<file path="config.mk">
export PLATFORM = sky130hd
export DESIGN_NAME = du_top
export DESIGN_NICKNAME = d
export VERILOG_FILES = /design/src/include/du_pkg.sv /design/src/include/du_chan_if.sv /design/src/rtl/du_chan.sv /design/src/rtl/du_top.sv
export SDC_FILE = /design/constraint.sdc
export NUM_CORES = 1
export LEC_CHECK = 0
export ABC_AREA = 1
export ABC_CLOCK_PERIOD_IN_PS = 1760
export BUFFER_PORTS_ARGS = -buffer_cell sky130_fd_sc_hd__buf_2
export CAP_MARGIN = 20
export CORE_ASPECT_RATIO = 1.4
export CORE_MARGIN = 2
export CORE_UTILIZATION = 40
export CTS_BUF_LIST = sky130_fd_sc_hd__clkbuf_4 sky130_fd_sc_hd__clkbuf_8 sky130_fd_sc_hd__clkbuf_16
export CTS_CLUSTER_DIAMETER = 30
export DETAILED_ROUTE_END_ITERATION = 8
export PLACE_DENSITY_LB_ADDON = 0.05
export SLEW_MARGIN = 30
export SYNTH_ARGS = -nofsm -noshare
export SYNTH_HDL_FRONTEND = slang
export SYNTH_SLANG_ARGS = --single-unit
</file>
<file path="constraint.sdc">
create_clock -name CLK_I -period 1.76 [get_ports CLK_I]
set_clock_uncertainty 0.15 [all_clocks]
set_input_delay 0.264 -clock CLK_I [delete_from_list [all_inputs] [get_ports CLK_I]]
set_output_delay 0.264 -clock CLK_I [all_outputs]
set_load 0.03 [all_outputs]
</file>
<file path="src/include/du_pkg.sv">
package du_pkg;

  // ---------------------------------------------------------------
  // register indices inside a channel (low latched address bits)
  // ---------------------------------------------------------------
  localparam logic [2:0] DU_MCR_IDX    = 3'h4; // modem_control_reg
  localparam logic [2:0] DU_MSR_IDX    = 3'h6; // modem_status_reg
  localparam int         DU_IDX_LSB    = 0;
  localparam int         DU_IDX_MSB    = 2;
  localparam int         DU_CHAN_BIT   = 6;    // channel_select_addr_bit

  // ---------------------------------------------------------------
  // field positions and reset values
  // ---------------------------------------------------------------
  localparam int         DU_MCR_DTR    = 0;
  localparam int         DU_MCR_IRQEN  = 3;
  localparam int         DU_MSR_CTS    = 4;
  localparam int         DU_MSR_DSR    = 5;
  localparam int         DU_MSR_CD     = 7;
  localparam logic [7:0] DU_MCR_RST    = 8'h00;
  localparam logic [7:0] DU_MSR_RST    = 8'h00;
  localparam logic [7:0] DU_BYTE_ZERO  = 8'h00;
  localparam logic [7:0] DU_ADDR_RST   = 8'h00;

  // ---------------------------------------------------------------
  // host strobe sequencer states, one-hot
  // ---------------------------------------------------------------
  typedef enum logic [2:0] {
    DU_ST_IDLE  = 3'b001,
    DU_ST_READ  = 3'b010,
    DU_ST_WRITE = 3'b100
  } du_state_type;

endpackage

</file>
<file path="src/include/du_chan_if.sv">
`timescale 1ns/100ps
// register access path from the host sequencer to one channel
interface du_chan_if;
  logic       wr_stb;   // one-cycle write pulse
  logic [2:0] reg_idx;  // register index
  logic [7:0] wdata;    // write byte
  logic [7:0] rdata;    // read byte of the indexed register

  modport host (output wr_stb, output reg_idx, output wdata,
                input rdata);
  modport chan (input wr_stb, input reg_idx, input wdata,
                output rdata);
endinterface

</file>
<file path="src/rtl/du_chan.sv">
`timescale 1ns/100ps
module du_chan
  import du_pkg::*;
(
  input  wire logic clk_i,
  input  wire logic rst_i,
  du_chan_if.chan   bus,
  input  wire logic cts_n_i,
  input  wire logic dsr_n_i,
  input  wire logic cd_n_i,
  input  wire logic irq_req_i,
  output logic      dtr_n_o,
  output logic      irq_o,
  output logic      irq_oe_o
);

  // ---------------------------------------------------------------
  // modem pin synchronisers and channel state
  // ---------------------------------------------------------------
  logic [2:0] pin_s1_q;
  logic [2:0] pin_s2_q;
  logic [7:0] mcr_q;
  logic [7:0] mcr_d;
  logic [7:0] msr_q;
  logic [7:0] msr_d;
  logic       dtr_n_q;
  logic       dtr_n_d;
  logic       irq_q;
  logic       irq_d;
  logic       irq_oe_q;
  logic       irq_oe_d;
  logic [1:0] rst_age_q;
  logic [1:0] rst_age_d;

  // next values; each channel keeps its own copy
  always_comb begin
    mcr_d = mcr_q;
    if (bus.wr_stb && bus.reg_idx == DU_MCR_IDX) begin
      mcr_d = bus.wdata;
    end
    // pins are active low, status reads one for an asserted pin
    msr_d = DU_BYTE_ZERO;
    msr_d[DU_MSR_CTS] = ~pin_s2_q[0];
    msr_d[DU_MSR_DSR] = ~pin_s2_q[1];
    msr_d[DU_MSR_CD]  = ~pin_s2_q[2];
    dtr_n_d  = ~mcr_q[DU_MCR_DTR];
    irq_oe_d = mcr_q[DU_MCR_IRQEN];
    // gate the value too so a released pin never carries a stale level
    irq_d    = irq_req_i & mcr_q[DU_MCR_IRQEN];
    // cycles since reset, saturating; status only tracks the pins once
    // both synchroniser stages and the status register have refilled
    rst_age_d = rst_age_q;
    if (rst_age_q != 2'h3) begin
      rst_age_d = rst_age_q + 2'h1;
    end
  end

  // registers; reset forces the terminal-ready pin high
  always_ff @(posedge clk_i) begin
    if (rst_i) begin
      pin_s1_q <= 3'h7;
      pin_s2_q <= 3'h7;
      mcr_q    <= DU_MCR_RST;
      msr_q    <= DU_MSR_RST;
      dtr_n_q  <= 1'b1;
      irq_q    <= 1'b0;
      irq_oe_q <= 1'b0;
      rst_age_q <= 2'h0;
    end else begin
      pin_s1_q <= {cd_n_i, dsr_n_i, cts_n_i};
      pin_s2_q <= pin_s1_q;
      mcr_q    <= mcr_d;
      msr_q    <= msr_d;
      dtr_n_q  <= dtr_n_d;
      irq_q    <= irq_d;
      irq_oe_q <= irq_oe_d;
      rst_age_q <= rst_age_d;
    end
  end

  // read mux; unimplemented indices read as zero
  always_comb begin
    case (bus.reg_idx)
      DU_MCR_IDX: bus.rdata = mcr_q;
      DU_MSR_IDX: bus.rdata = msr_q;
      default:    bus.rdata = DU_BYTE_ZERO;
    endcase
  end

  assign dtr_n_o  = dtr_n_q;
  assign irq_o    = irq_q;
  assign irq_oe_o = irq_oe_q;
endmodule

</file>
<file path="src/rtl/du_top.sv">
`timescale 1ns/100ps
// Operation
// - register data moves only while chip select is low, and only for the addressed channel.
// - latched address bit six zero picks channel A, one picks channel B.
// - a low clear-to-send pin means ready for transmit data and reads as status bit 4.
// - a low set-ready pin means the modem is powered and ready and reads as status bit 5.
// - a low carrier-detect pin means a carrier was found on that channel.
// - writing one to control bit 0 drives the terminal-ready pin low.
// - writing zero to control bit 0, or any reset, drives the terminal-ready pin high.
// - control bit 3 at one makes the interrupt pin actively driven.
// - control bit 3 at zero leaves the interrupt pin floating.
// - a falling read strobe starts a read that puts the addressed byte on the bus.
// - a falling write strobe starts a write and the rising edge loads the bus byte.
// - while latch-lower-address is low the bus byte is caught as the address.
// - bus line zero is the least significant bit for address and data alike.
module du_top
  import du_pkg::*;
(
  input  wire logic       CLK_I,
  input  wire logic       RST_I,
  input  wire logic       CHIP_SELECT_N_I,
  input  wire logic       READ_STROBE_N_I,
  input  wire logic       WRITE_STROBE_N_I,
  input  wire logic       LATCH_LOWER_ADDRESS_N_I,
  input  wire logic [7:0] MUXED_BUS_I,
  output logic      [7:0] MUXED_BUS_O,
  output logic            MUXED_BUS_OE_O,
  input  wire logic       CLEAR_TO_SEND_IN_A_N_I,
  input  wire logic       CLEAR_TO_SEND_IN_B_N_I,
  input  wire logic       SET_READY_IN_A_N_I,
  input  wire logic       SET_READY_IN_B_N_I,
  input  wire logic       CARRIER_DETECT_IN_A_N_I,
  input  wire logic       CARRIER_DETECT_IN_B_N_I,
  input  wire logic       IRQ_REQ_A_I,
  input  wire logic       IRQ_REQ_B_I,
  output logic            TERMINAL_READY_OUT_A_N_O,
  output logic            TERMINAL_READY_OUT_B_N_O,
  output logic            IRQ_OUT_A_O,
  output logic            IRQ_OUT_A_OE_O,
  output logic            IRQ_OUT_B_O,
  output logic            IRQ_OUT_B_OE_O
);

  // ---------------------------------------------------------------
  // host pin synchronisers
  // ---------------------------------------------------------------
  // bus and strobes share the same two-stage delay, so the byte
  // sampled beside a strobe edge is the one the host held there
  logic [11:0] pin_s1_q;
  logic [11:0] pin_s2_q;
  logic [1:0]  strb_p_q;   // previous synchronised write/read strobes
  logic [7:0]  bus_s;
  logic        cs_n_s;
  logic        rd_n_s;
  logic        wr_n_s;
  logic        lla_n_s;

  always_ff @(posedge CLK_I) begin
    if (RST_I) begin
      pin_s1_q <= 12'hF00;
      pin_s2_q <= 12'hF00;
      strb_p_q <= 2'h3;
    end else begin
      pin_s1_q <= {LATCH_LOWER_ADDRESS_N_I, WRITE_STROBE_N_I,
                   READ_STROBE_N_I, CHIP_SELECT_N_I, MUXED_BUS_I};
      pin_s2_q <= pin_s1_q;
      strb_p_q <= pin_s2_q[10:9];
    end
  end

  assign bus_s   = pin_s2_q[7:0];      // line zero is bit zero
  assign cs_n_s  = pin_s2_q[8];
  assign rd_n_s  = pin_s2_q[9];
  assign wr_n_s  = pin_s2_q[10];
  assign lla_n_s = pin_s2_q[11];

  logic rd_fall;
  logic wr_fall;
  logic wr_rise;
  assign rd_fall = strb_p_q[0] & ~rd_n_s;
  assign wr_fall = strb_p_q[1] & ~wr_n_s;
  assign wr_rise = ~strb_p_q[1] & wr_n_s;

  // ---------------------------------------------------------------
  // address latch and strobe sequencer
  // ---------------------------------------------------------------
  du_state_type st_q;
  du_state_type st_d;
  logic [7:0]   addr_q;
  logic [7:0]   addr_d;
  logic [7:0]   rdo_q;
  logic [7:0]   rdo_d;
  logic         oe_q;
  logic         oe_d;
  logic         wr_a_q;
  logic         wr_a_d;
  logic         wr_b_q;
  logic         wr_b_d;
  logic [7:0]   wdat_q;
  logic [7:0]   wdat_d;
  logic         chan_b;
  logic [7:0]   rd_a;
  logic [7:0]   rd_b;

  assign chan_b = addr_q[DU_CHAN_BIT];

  // next values of the host side
  always_comb begin
    st_d   = st_q;
    addr_d = addr_q;
    rdo_d  = rdo_q;
    oe_d   = 1'b0;
    wr_a_d = 1'b0;
    wr_b_d = 1'b0;
    wdat_d = wdat_q;
    if (!lla_n_s) begin
      addr_d = bus_s;
    end
    case (st_q)
      DU_ST_IDLE: begin
        if (!cs_n_s && rd_fall) begin
          st_d  = DU_ST_READ;
          rdo_d = chan_b ? rd_b : rd_a;
          oe_d  = 1'b1;
        end else if (!cs_n_s && wr_fall) begin
          st_d = DU_ST_WRITE;
        end
      end
      DU_ST_READ: begin
        // drive only while select and strobe stay low
        if (cs_n_s || rd_n_s) begin
          st_d = DU_ST_IDLE;
        end else begin
          oe_d = 1'b1;
        end
      end
      DU_ST_WRITE: begin
        // a write whose select lifted early is dropped
        if (cs_n_s) begin
          st_d = DU_ST_IDLE;
        end else if (wr_rise) begin
          st_d   = DU_ST_IDLE;
          wdat_d = bus_s;
          wr_a_d = ~chan_b;
          wr_b_d = chan_b;
        end
      end
      default: begin
        st_d = DU_ST_IDLE;
      end
    endcase
  end

  // host side registers
  always_ff @(posedge CLK_I) begin
    if (RST_I) begin
      st_q   <= DU_ST_IDLE;
      addr_q <= DU_ADDR_RST;
      rdo_q  <= DU_BYTE_ZERO;
      oe_q   <= 1'b0;
      wr_a_q <= 1'b0;
      wr_b_q <= 1'b0;
      wdat_q <= DU_BYTE_ZERO;
    end else begin
      st_q   <= st_d;
      addr_q <= addr_d;
      rdo_q  <= rdo_d;
      oe_q   <= oe_d;
      wr_a_q <= wr_a_d;
      wr_b_q <= wr_b_d;
      wdat_q <= wdat_d;
    end
  end

  assign MUXED_BUS_O    = rdo_q;
  assign MUXED_BUS_OE_O = oe_q;

  // ---------------------------------------------------------------
  // channels
  // ---------------------------------------------------------------
  du_chan_if ch_a_if ();
  du_chan_if ch_b_if ();

  assign ch_a_if.wr_stb  = wr_a_q;
  assign ch_a_if.reg_idx = addr_q[DU_IDX_MSB:DU_IDX_LSB];
  assign ch_a_if.wdata   = wdat_q;
  assign rd_a            = ch_a_if.rdata;
  assign ch_b_if.wr_stb  = wr_b_q;
  assign ch_b_if.reg_idx = addr_q[DU_IDX_MSB:DU_IDX_LSB];
  assign ch_b_if.wdata   = wdat_q;
  assign rd_b            = ch_b_if.rdata;

  du_chan u_chan_a (
    .clk_i     (CLK_I),
    .rst_i     (RST_I),
    .bus       (ch_a_if),
    .cts_n_i   (CLEAR_TO_SEND_IN_A_N_I),
    .dsr_n_i   (SET_READY_IN_A_N_I),
    .cd_n_i    (CARRIER_DETECT_IN_A_N_I),
    .irq_req_i (IRQ_REQ_A_I),
    .dtr_n_o   (TERMINAL_READY_OUT_A_N_O),
    .irq_o     (IRQ_OUT_A_O),
    .irq_oe_o  (IRQ_OUT_A_OE_O)
  );

  du_chan u_chan_b (
    .clk_i     (CLK_I),
    .rst_i     (RST_I),
    .bus       (ch_b_if),
    .cts_n_i   (CLEAR_TO_SEND_IN_B_N_I),
    .dsr_n_i   (SET_READY_IN_B_N_I),
    .cd_n_i    (CARRIER_DETECT_IN_B_N_I),
    .irq_req_i (IRQ_REQ_B_I),
    .dtr_n_o   (TERMINAL_READY_OUT_B_N_O),
    .irq_o     (IRQ_OUT_B_O),
    .irq_oe_o  (IRQ_OUT_B_OE_O)
  );
endmodule
</file>
==> run metrics, run 1 <==
status=finished clean; worst min-delay path class=input port to flip-flop; CTS H-tree depth=3; Inserted Diodes=0; post-synthesis cell area=between 3000 and 4000 sq um; met3 routed WL=between 150 and 200 microns; Total GRT Usage=between 15 and 20%; Worst setup EP type=flip-flop; die height=between 100 and 150 microns; Via-to-Cell Ratio=approximately 4.5; Seq/Total Area, Yosys=59.81%; I/O Buffers=36; hold_buf cts=20; crit path launch type=flip-flop; area grow syn2layout=22.15%; number of buffers created by CTS=9; crit path kind=flip-flop to flip-flop; vias=between 2,000 and 2,500; Met2 Wirelength=approximately 2700 microns; # resized after CTS=0; Setup-failing EPs final=0; synthesis-stage register bit count=around 90; CTS Sinks=92; Starting Density=between 40% and 50%; register clock-pin slew on the reported worst setup and hold paths=roughly 0.080 ns; most frequent CP cell=nand2_1; wirelength, routed=5814 microns; setup TNS=0 ns; Cell Rows=37; syn_area_per_cell=just under 9 sq um; number of flops mapped to enable cells by yosys=0; Max Fclk=roughly 680 MHz; postcts setup bufs=0; Max Fanout on Critical Path=10; P_leak=1.538 nW; unrepaired setup endpoints after global routing=false; Ports=37; layout cells sized above 1=a little over a fifth; number of global-route vias before repair=2,075; Slew Viols, Final=0; Die X-Extent=between 70 and 80 microns; Core Area=roughly 7400 sq um; Top FF cell, synth=dfxtp_1; Hold Vio Cnt, Final=0; final period utilization=83.80%; synthesized net count=374; 1st-pass router iterations=4; VDD IR max=576.8 uV; clk root buf=clkbuf_8; Top Layer Used=met4; hpwl dp=3911 microns; Post-synth ARST share=0%; gr ovfl total=0; Synth Warn #=0; Critical Path, Cell by Cell=nor2_1 -> nand2_1 -> nor2_4 -> inv_2 -> nand2_1 -> a21oi_1; drt wl/cell=11.36 microns; minimum clock period=about 1.5 ns; global placer's final weighted congestion=between 0.7 and 0.8; max_slew headroom=68.10%; power density cells=1027 nW/um^2; Max-Cap Viols=0; Clock Latency Late Sink=between 0.3 and 0.4 ns; count of cell types in the netlist=20; CP required=approximately 1.8 ns; CP max-delay cell=dfxtp_1; Critical Path AT=approximately 1.6 ns; worst slew pin tran=roughly 0.48 ns; Clock Path Buffers=2; finished layout cell area=about 3800 sq um; largest net degree at the start of global routing=35; Die ar.=8426 sq um; critical path's largest stage delay=0.34 ns; Post-Syn Instances=roughly 350; placed cell areas=3349 sq um; first-pass GRT wire length=just under 10,000 microns; DRT iter0 DRCs=75; TritonCTS clock tree=built; DR DRC count=0; Nets=between 400 and 500; initial antenna violation count=0; wl on met1=around 2800 microns; ANT nets after route=0
-- cell usage after synthesis (2+ instances only) --
cell type	count	area [sq um]
inv_1	31	116.4
nor2_2	3	18.77
o21ai_0	13	65.06
a21oi_1	36	180.2
nand2_1	44	165.2
or2_2	21	131.4
nand2_2	3	18.77
nor3_1	2	10.01
inv_2	2	7.510
clkbuf_1	7	26.28
nand3_1	40	200.2
dfxtp_1	92	1842
nor2_1	35	131.4
nand4_1	9	56.30
buf_6	2	22.52
buf_2	7	35.03
o21ai_1	2	10.01
-- cell families after synthesis --
logic type / Yosys count / synth area share [%]
buf+inv: 49 / 6.745
simple gates: 160 / 25.15
compound gates: 51 / 8.289
flops: 92 / 59.81
-- cell usage in the layout (no fill, tap or decap), drive strengths merged --
| cell type | instances |
|---|---|
| inv | 33 |
| dfxtp | 92 |
| nor2 | 40 |
| a21oi | 36 |
| o21ai | 15 |
| nand3 | 40 |
| nor3 | 2 |
| bufinv | 1 |
| or2 | 21 |
| clkbuf | 15 |
| nand4 | 9 |
| buf | 43 |
| nand2 | 48 |
| dlygate4sd3 | 20 |
-- flip-flops by register name, indices dropped and copies added (netlist names), 2 cells and up --
signal	flops
MUXED_BUS_O	8
addr_q	4
ch_a_if.wdata	8
pin_s1_q	12
pin_s2_q	12
st_q	3
strb_p_q	2
u_chan_a.mcr_q	8
u_chan_a.msr_q	3
u_chan_a.pin_s1_q	3
u_chan_a.pin_s2_q	3
u_chan_b.mcr_q	8
u_chan_b.msr_q	3
u_chan_b.pin_s1_q	3
u_chan_b.pin_s2_q	3
-- cell type report --
class | count | area (sq um)
repair buffers | 63 | 432.9
clock buffers | 15 | 181.4
well taps | 97 | 121.4
clock inverters | 1 | 30.03
multi-input cells | 211 | 1030
fillers | 722 | 3646
inverters | 33 | 123.9
flip-flops and latches | 92 | 1842
-- metal layers --
layer | GRT usage, % | vias up
li1 | - | 1244
met1 | 18.19 | 983
met2 | 24.26 | 46
met3 | 3.691 | 12
met4 | 8.897 | 0
met5 | 0 | -
-- worst max-delay path: cells and delay by family (launching register included) --
family                 cells  cell delay, ns
and+or+nand+nor            4            0.63
DFF                        1            0.34
buffers and inverters      1            0.16
AOI/OAI and AO/OA          1            0.06
-- through the flow --
step / hold WS (ns) / total power (W) / instances / util (%) / setup slack [ns]
floorplan: 0.2127 / 0.002357 / 352 / - / 0.5076
global placement: 0.2185 / 0.002410 / 476 / 45.22 / 0.2239
detailed placement: 0.2170 / 0.002415 / 476 / 45.22 / 0.2473
CTS: 0.1854 / 0.003907 / 512 / 50.78 / 0.2297
global route: 0.2275 / 0.004019 / 512 / 50.78 / 0.1097
finish: 0.2043 / 0.003863 / 512 / 50.78 / 0.2852
-- final timing paths --
path,startpoint,to,slack [ns],depth (start not counted)
max reg2reg,pin_s2_q[8],MUXED_BUS_O[6],0.29,6
min,RST_I,pin_s1_q[0],0.20,3
min reg2reg,u_chan_a.pin_s2_q[0],u_chan_a.msr_q[4],0.23,1
max,pin_s2_q[8],MUXED_BUS_O[6],0.29,6
-- where the power goes --
| group | internal, W | switching [W] |
|---|---|---|
| clock network | 0.000800 | 0.000669 |
| logic | 0.000105 | 0.000126 |
| registers | 0.00214 | 0.0000256 |
| total | 0.00304 | 0.000820 |
Power figures use the tool's default switching activity.
==> run 2, diff against run 1 <==
Settings changed: ABC_CLOCK_PERIOD_IN_PS 1760 to 1200.
Clock period 1.76 ns to 1.2 ns, I/O delays scaled along.
==> run metrics, run 2 (synthesis gave the netlist of run 1 again) <==
register area=1863 sq um; die height=roughly 110 microns; critical path's largest stage delay=between 0.3 and 0.4 ns; worst setup path endpoint=MUXED_BUS_O[1]; Hold Vio Cnt, Final=0; CP Buf/Inv Count=2; final period utilization=108.2%; register clock-pin slew on the reported worst setup and hold paths=0.08 ns; Setup-failing EPs final=32; failing checks=negative setup slack; Die ar.=roughly 8400 sq um; first-pass GRT wire length=10,390 microns; vias=between 2,000 and 2,500; Via-to-Cell Ratio=4.552; Worst Setup SP=addr_q[0]; most common cell after layout, fill and taps aside=dfxtp_1; R2R cell count=6; worst r2r dst=MUXED_BUS_O[1]; VDD IR max=835.9 uV; Cell Rows=37; Slew Viols, Final=0; fillers=about 690; CP Depth=6; status=finished with violations; DR DRC count=0; P_leak=approximately 1.7 nW; Starting Density=41.57%; max_slew headroom=a little over four fifths; Power Total=roughly 0.0057 W; crit path kind=flip-flop to flip-flop; Critical Path AT=1.44 ns; CTS Sinks=~90; area grow syn2layout=37.18%; DRT iter0 DRCs=120; power density cells=1346 nW/um^2; CTS H-tree depth=3; global placer's final weighted congestion=~0.78; layout cells sized above 1=a little over a third; unrepaired setup endpoints after global routing=true; ANT nets after route=0; number of global-route vias before repair=between 2,000 and 2,500; Largest regs=pin_s1_q: 12 flops, pin_s2_q: 12 flops; number of buffers created by CTS=9; Core Area=between 7000 and 8000 sq um; R2R setup slack=-0.1 ns; Nets=between 400 and 500; 1st-pass router iterations=4; Max Fclk=roughly 770 MHz; initial antenna violation count=0; Clock Latency Late Sink=0.36 ns; worst hold margin=about 0.048 ns; I/O Buffers=36; drt wl/cell=~11 microns; Crit path max-delay family=flip-flops; hpwl dp=4062 microns; Max-Cap Viols=0; Total GRT Usage=about 16%; TritonCTS clock tree=built; CP max-delay cell=dfxtp_2; Clock Path Buffers=2; crit path launch type=flip-flop; multi-input logic area=~1200 sq um; r2r startpoint=addr_q[0]; worst slew pin tran=about 0.24 ns; worst min-delay path class=input port to flip-flop; Inserted Diodes=0; Worst setup EP type=flip-flop; gr ovfl total=0; clk root buf=clkbuf_8; Critical Path, Cell by Cell=inv_4 -> nand2_4 -> nor2_8 -> buf_2 -> nand3_1 -> a21oi_1; largest net degree at the start of global routing=34; most frequent cells in the layout=dfxtp_1 (75), nand2_1 (40), nor2_1 (33), a21oi_1 (31), inv_1 (30); Max Fanout on Critical Path=6; wirelength, routed=6117 microns; Final Util=~57%; minimum clock period=1.299 ns; Ports=37; Final WS setup=-0.09855 ns; Die X-Extent=about 80 microns; CP required=1.34 ns
run 2: worst min-delay path, cell delays in order:
cell    delay [ns]
buf_2         0.16
buf_4         0.14
nor2_1        0.03
run 2: power by group:
part | switching (W) | total (W) | internal [W]
clock | 0.00102 | 0.00208 | 0.00106
sequential | 0.0000387 | 0.00318 | 0.00314
combinational | 0.000225 | 0.000430 | 0.000205
run 2: stage by stage:
stage               cell area (sq um)  setup slack [ns]  TNS (ns)  std cells
global route                     4224           -0.1786    -4.408        533
CTS                              4101          -0.06935   -0.8980        532
floorplan                        3097          -0.04497   -0.4244        352
detailed placement               3527           -0.1923    -2.849        494
finish                           4224          -0.09855    -1.627        533
global placement                 3527           -0.1459    -2.153        494
run 2: how the worst min path moves through the flow:
stage,depth (start not counted),from,to,slack (ns)
after CTS,3,RST_I,pin_s2_q[5],0.04
after detailed placement,2,CLEAR_TO_SEND_IN_A_N_I,u_chan_a.pin_s1_q[0],0.21
after global placement,2,CLEAR_TO_SEND_IN_A_N_I,u_chan_a.pin_s1_q[0],0.21
final,3,RST_I,pin_s2_q[5],0.05
after global routing,3,RST_I,pin_s2_q[5],0.05
after floorplan,1,WRITE_STROBE_N_I,pin_s1_q[10],0.13
run 2: cell type report:
cell class | count | area share [%]
Inverter | 33 | 3.051
Sequential cell | 92 | 44.11
Multi-Input combinational cell | 211 | 28.08
Tap cell | 97 | 2.873
Clock buffer | 12 | 3.614
Clock inverter | 4 | 1.155
Timing Repair Buffer | 84 | 17.12
run 2: layer usage:
| layer | up-vias | track usage (%) | part of all wire, % |
|---|---|---|---|
| met5 | - | 0 | 0 |
| met4 | 0 | 11.78 | 3.8 |
| met3 | 17 | 3.607 | 3.0 |
| met2 | 52 | 25.74 | 47 |
| met1 | 1067 | 19.09 | 46 |
| li1 | 1290 | - | - |
run 2: timing repair:
| action | in CTS | in global routing |
|---|---|---|
| pin swaps | 12 | 15 |
| endpoints found under the hold margin | 20 | 0 |
| gates cloned | 0 | 1 |
| setup buffers | 2 | 0 |
| hold buffers | 20 | 0 |
| endpoints found under the setup margin | 46 | 43 |
| resized for setup | 48 | 36 |
==> run 3, diff against run 2 <==
Settings changed: CELL_PAD_IN_SITES_DETAIL_PLACEMENT set to 1, CELL_PAD_IN_SITES_GLOBAL_PLACEMENT set to 1, CORE_UTILIZATION 40 to 38.
==> run metrics, run 3 (synthesis gave the netlist of run 1 again) <==
layout cells sized above 1=between 40% and 50%; register clock-pin slew on the reported worst setup and hold paths=0.08 ns; Cell Rows=38; DP Cell Count=slightly below 500; Starting Density=roughly 40%; Slew Viols, Final=0; Hold Vio Cnt, Final=0; minimum clock period=1.353 ns; WHS Endpoint=pin_s1_q[1]; Worst setup EP type=flip-flop; Final Util=between 50% and 60%; clk root buf=clkbuf_8; DRT iter0 DRCs=93; VDD IR max=772.1 uV; worst slew pin tran=approximately 0.55 ns; status=finished with violations; ANT nets after route=0; hpwl dp=roughly 4800 microns; max_slew headroom=between 60% and 70%; most common cell after layout, fill and taps aside=dfxtp_1; Die X-Extent=~80 microns; CP required=1.30 ns; Max Fclk=around 740 MHz; failing checks=negative setup slack; I/O Buffers=36; hold path start=RST_I; 1st-pass router iterations=4; vias=approximately 2,600; Via-to-Cell Ratio=between 4 and 5; CTS Sinks=92; power density cells=approximately 1300 nW/um^2; Core Area=7797 sq um; number of buffers created by CTS=9; Setup-failing EPs final=36; number of global-route vias before repair=roughly 2,600; Final WS setup=-0.1530 ns; Max-Cap Viols=0; Clock Latency Late Sink=around 0.35 ns; initial antenna violation count=0; R2R setup slack=-0.15 ns; most frequent cells in the layout=dfxtp_1 (75), nand2_1 (39), nor2_1 (34), inv_1 (30), nand3_1 (24); Largest regs=pin_s1_q: 12 flops, pin_s2_q: 12 flops; wirelength, routed=between 7000 and 8000 microns; Critical Path AT=between 1 and 1.5 ns; area grow syn2layout=42.02%; largest net degree at the start of global routing=46; gr ovfl total=0; TritonCTS clock tree=built; global placer's final weighted congestion=between 0.7 and 0.8; Clock Path Buffers=2; pre-CTS WS=-0.1636 ns; Die ar.=8850 sq um; Ports=37; Critical Path, Cell by Cell=inv_4 -> nand2_4 -> nor2_8 -> buf_6 -> nand2_8 -> o21ai_2 -> a21oi_1; final period utilization=112.8%; critical path's largest stage delay=approximately 0.34 ns; drt wl/cell=approximately 14 microns; CP max-delay cell=dfxtp_2; crit path kind=flip-flop to flip-flop; Inserted Diodes=0; R2R cell count=7; Hold Path Stages=3; P_leak=~1.7 nW; DR DRC count=0; die height=approximately 110 microns; r2r startpoint=addr_q[0]; worst r2r dst=u_chan_a.mcr_q[0]; Post-Layout Cell Count=between 500 and 600; Max Fanout on Critical Path=6; Total GRT Usage=17.35%; crit path launch type=flip-flop; worst min-delay path class=input port to flip-flop; first-pass GRT wire length=~12,000 microns; CTS H-tree depth=3; unrepaired setup endpoints after global routing=true; Nets=approximately 450
[run 3: layer usage]
layer / track usage [%] / share of wire (%) / up-vias
met4: 8.475 / 1.8 / 0
met3: 3.595 / 2.4 / 11
met2: 27.39 / 52 / 42
li1: - / - / 1294
met5: 0 / 0 / -
met1: 22.23 / 44 / 1212
[run 3: worst max-delay path by stage]
stage,start,endpoint,slack (ns),cells past startpoint
2_1_floorplan,addr_q[0],u_chan_a.mcr_q[3],-0.04,7
3_3_place_gp,addr_q[0],u_chan_a.mcr_q[6],-0.13,6
3_5_place_dp,st_q[0],MUXED_BUS_O[7],-0.16,7
4_1_cts,st_q[1],ch_a_if.wdata[6],-0.10,6
5_1_grt,st_q[1],ch_a_if.wdata[1],-0.23,6
6_report,addr_q[0],u_chan_a.mcr_q[0],-0.15,7
[run 3: area by class of cell]
class,count,area (sq um)
repair buffers,81,689.4
clock inverters,4,48.80
fillers,893,3425
well taps,100,125.1
clock buffers,12,152.6
flip-flops and latches,92,1863
inverters,33,128.9
multi-input cells,214,1365
[run 3: per-stage QoR]
| step | total power [W] | setup TNS [ns] | cell area [sq um] | hold slack (ns) |
|---|---|---|---|---|
| 6_report | 0.005759 | -3.333 | 4373 | 0.09670 |
| 4_1_cts | 0.005764 | -1.550 | 4076 | 0.08389 |
| 5_1_grt | 0.006037 | -6.334 | 4373 | 0.1025 |
| 3_5_place_dp | 0.003604 | -2.949 | 3496 | 0.2158 |
| 2_1_floorplan | 0.003463 | -0.4244 | 3097 | 0.1338 |
| 3_3_place_gp | 0.003588 | -2.232 | 3496 | 0.2132 |
[run 3: repair_timing]
action,4_1_cts,5_1_grt
gates cloned,2,2
endpoints found under the setup margin,45,51
setup buffers,0,2
pin swaps,16,20
hold endpoints to repair,20,0
hold buffers,20,0
resized for setup,53,71
[run 3: power by group]
part | internal (W) | switching [W]
registers | 0.00314 | 0.0000411
clock network | 0.00106 | 0.00103
logic | 0.000215 | 0.000266
total | 0.00442 | 0.00134
[run 3: worst max-delay path, delay by kind of cell, from the launching register on]
family / cells / cell delay, ns
and+or+nand+nor: 3 / 0.36
AOI/OAI and AO/OA: 2 / 0.19
buffers and inverters: 2 / 0.22
DFF: 1 / 0.34
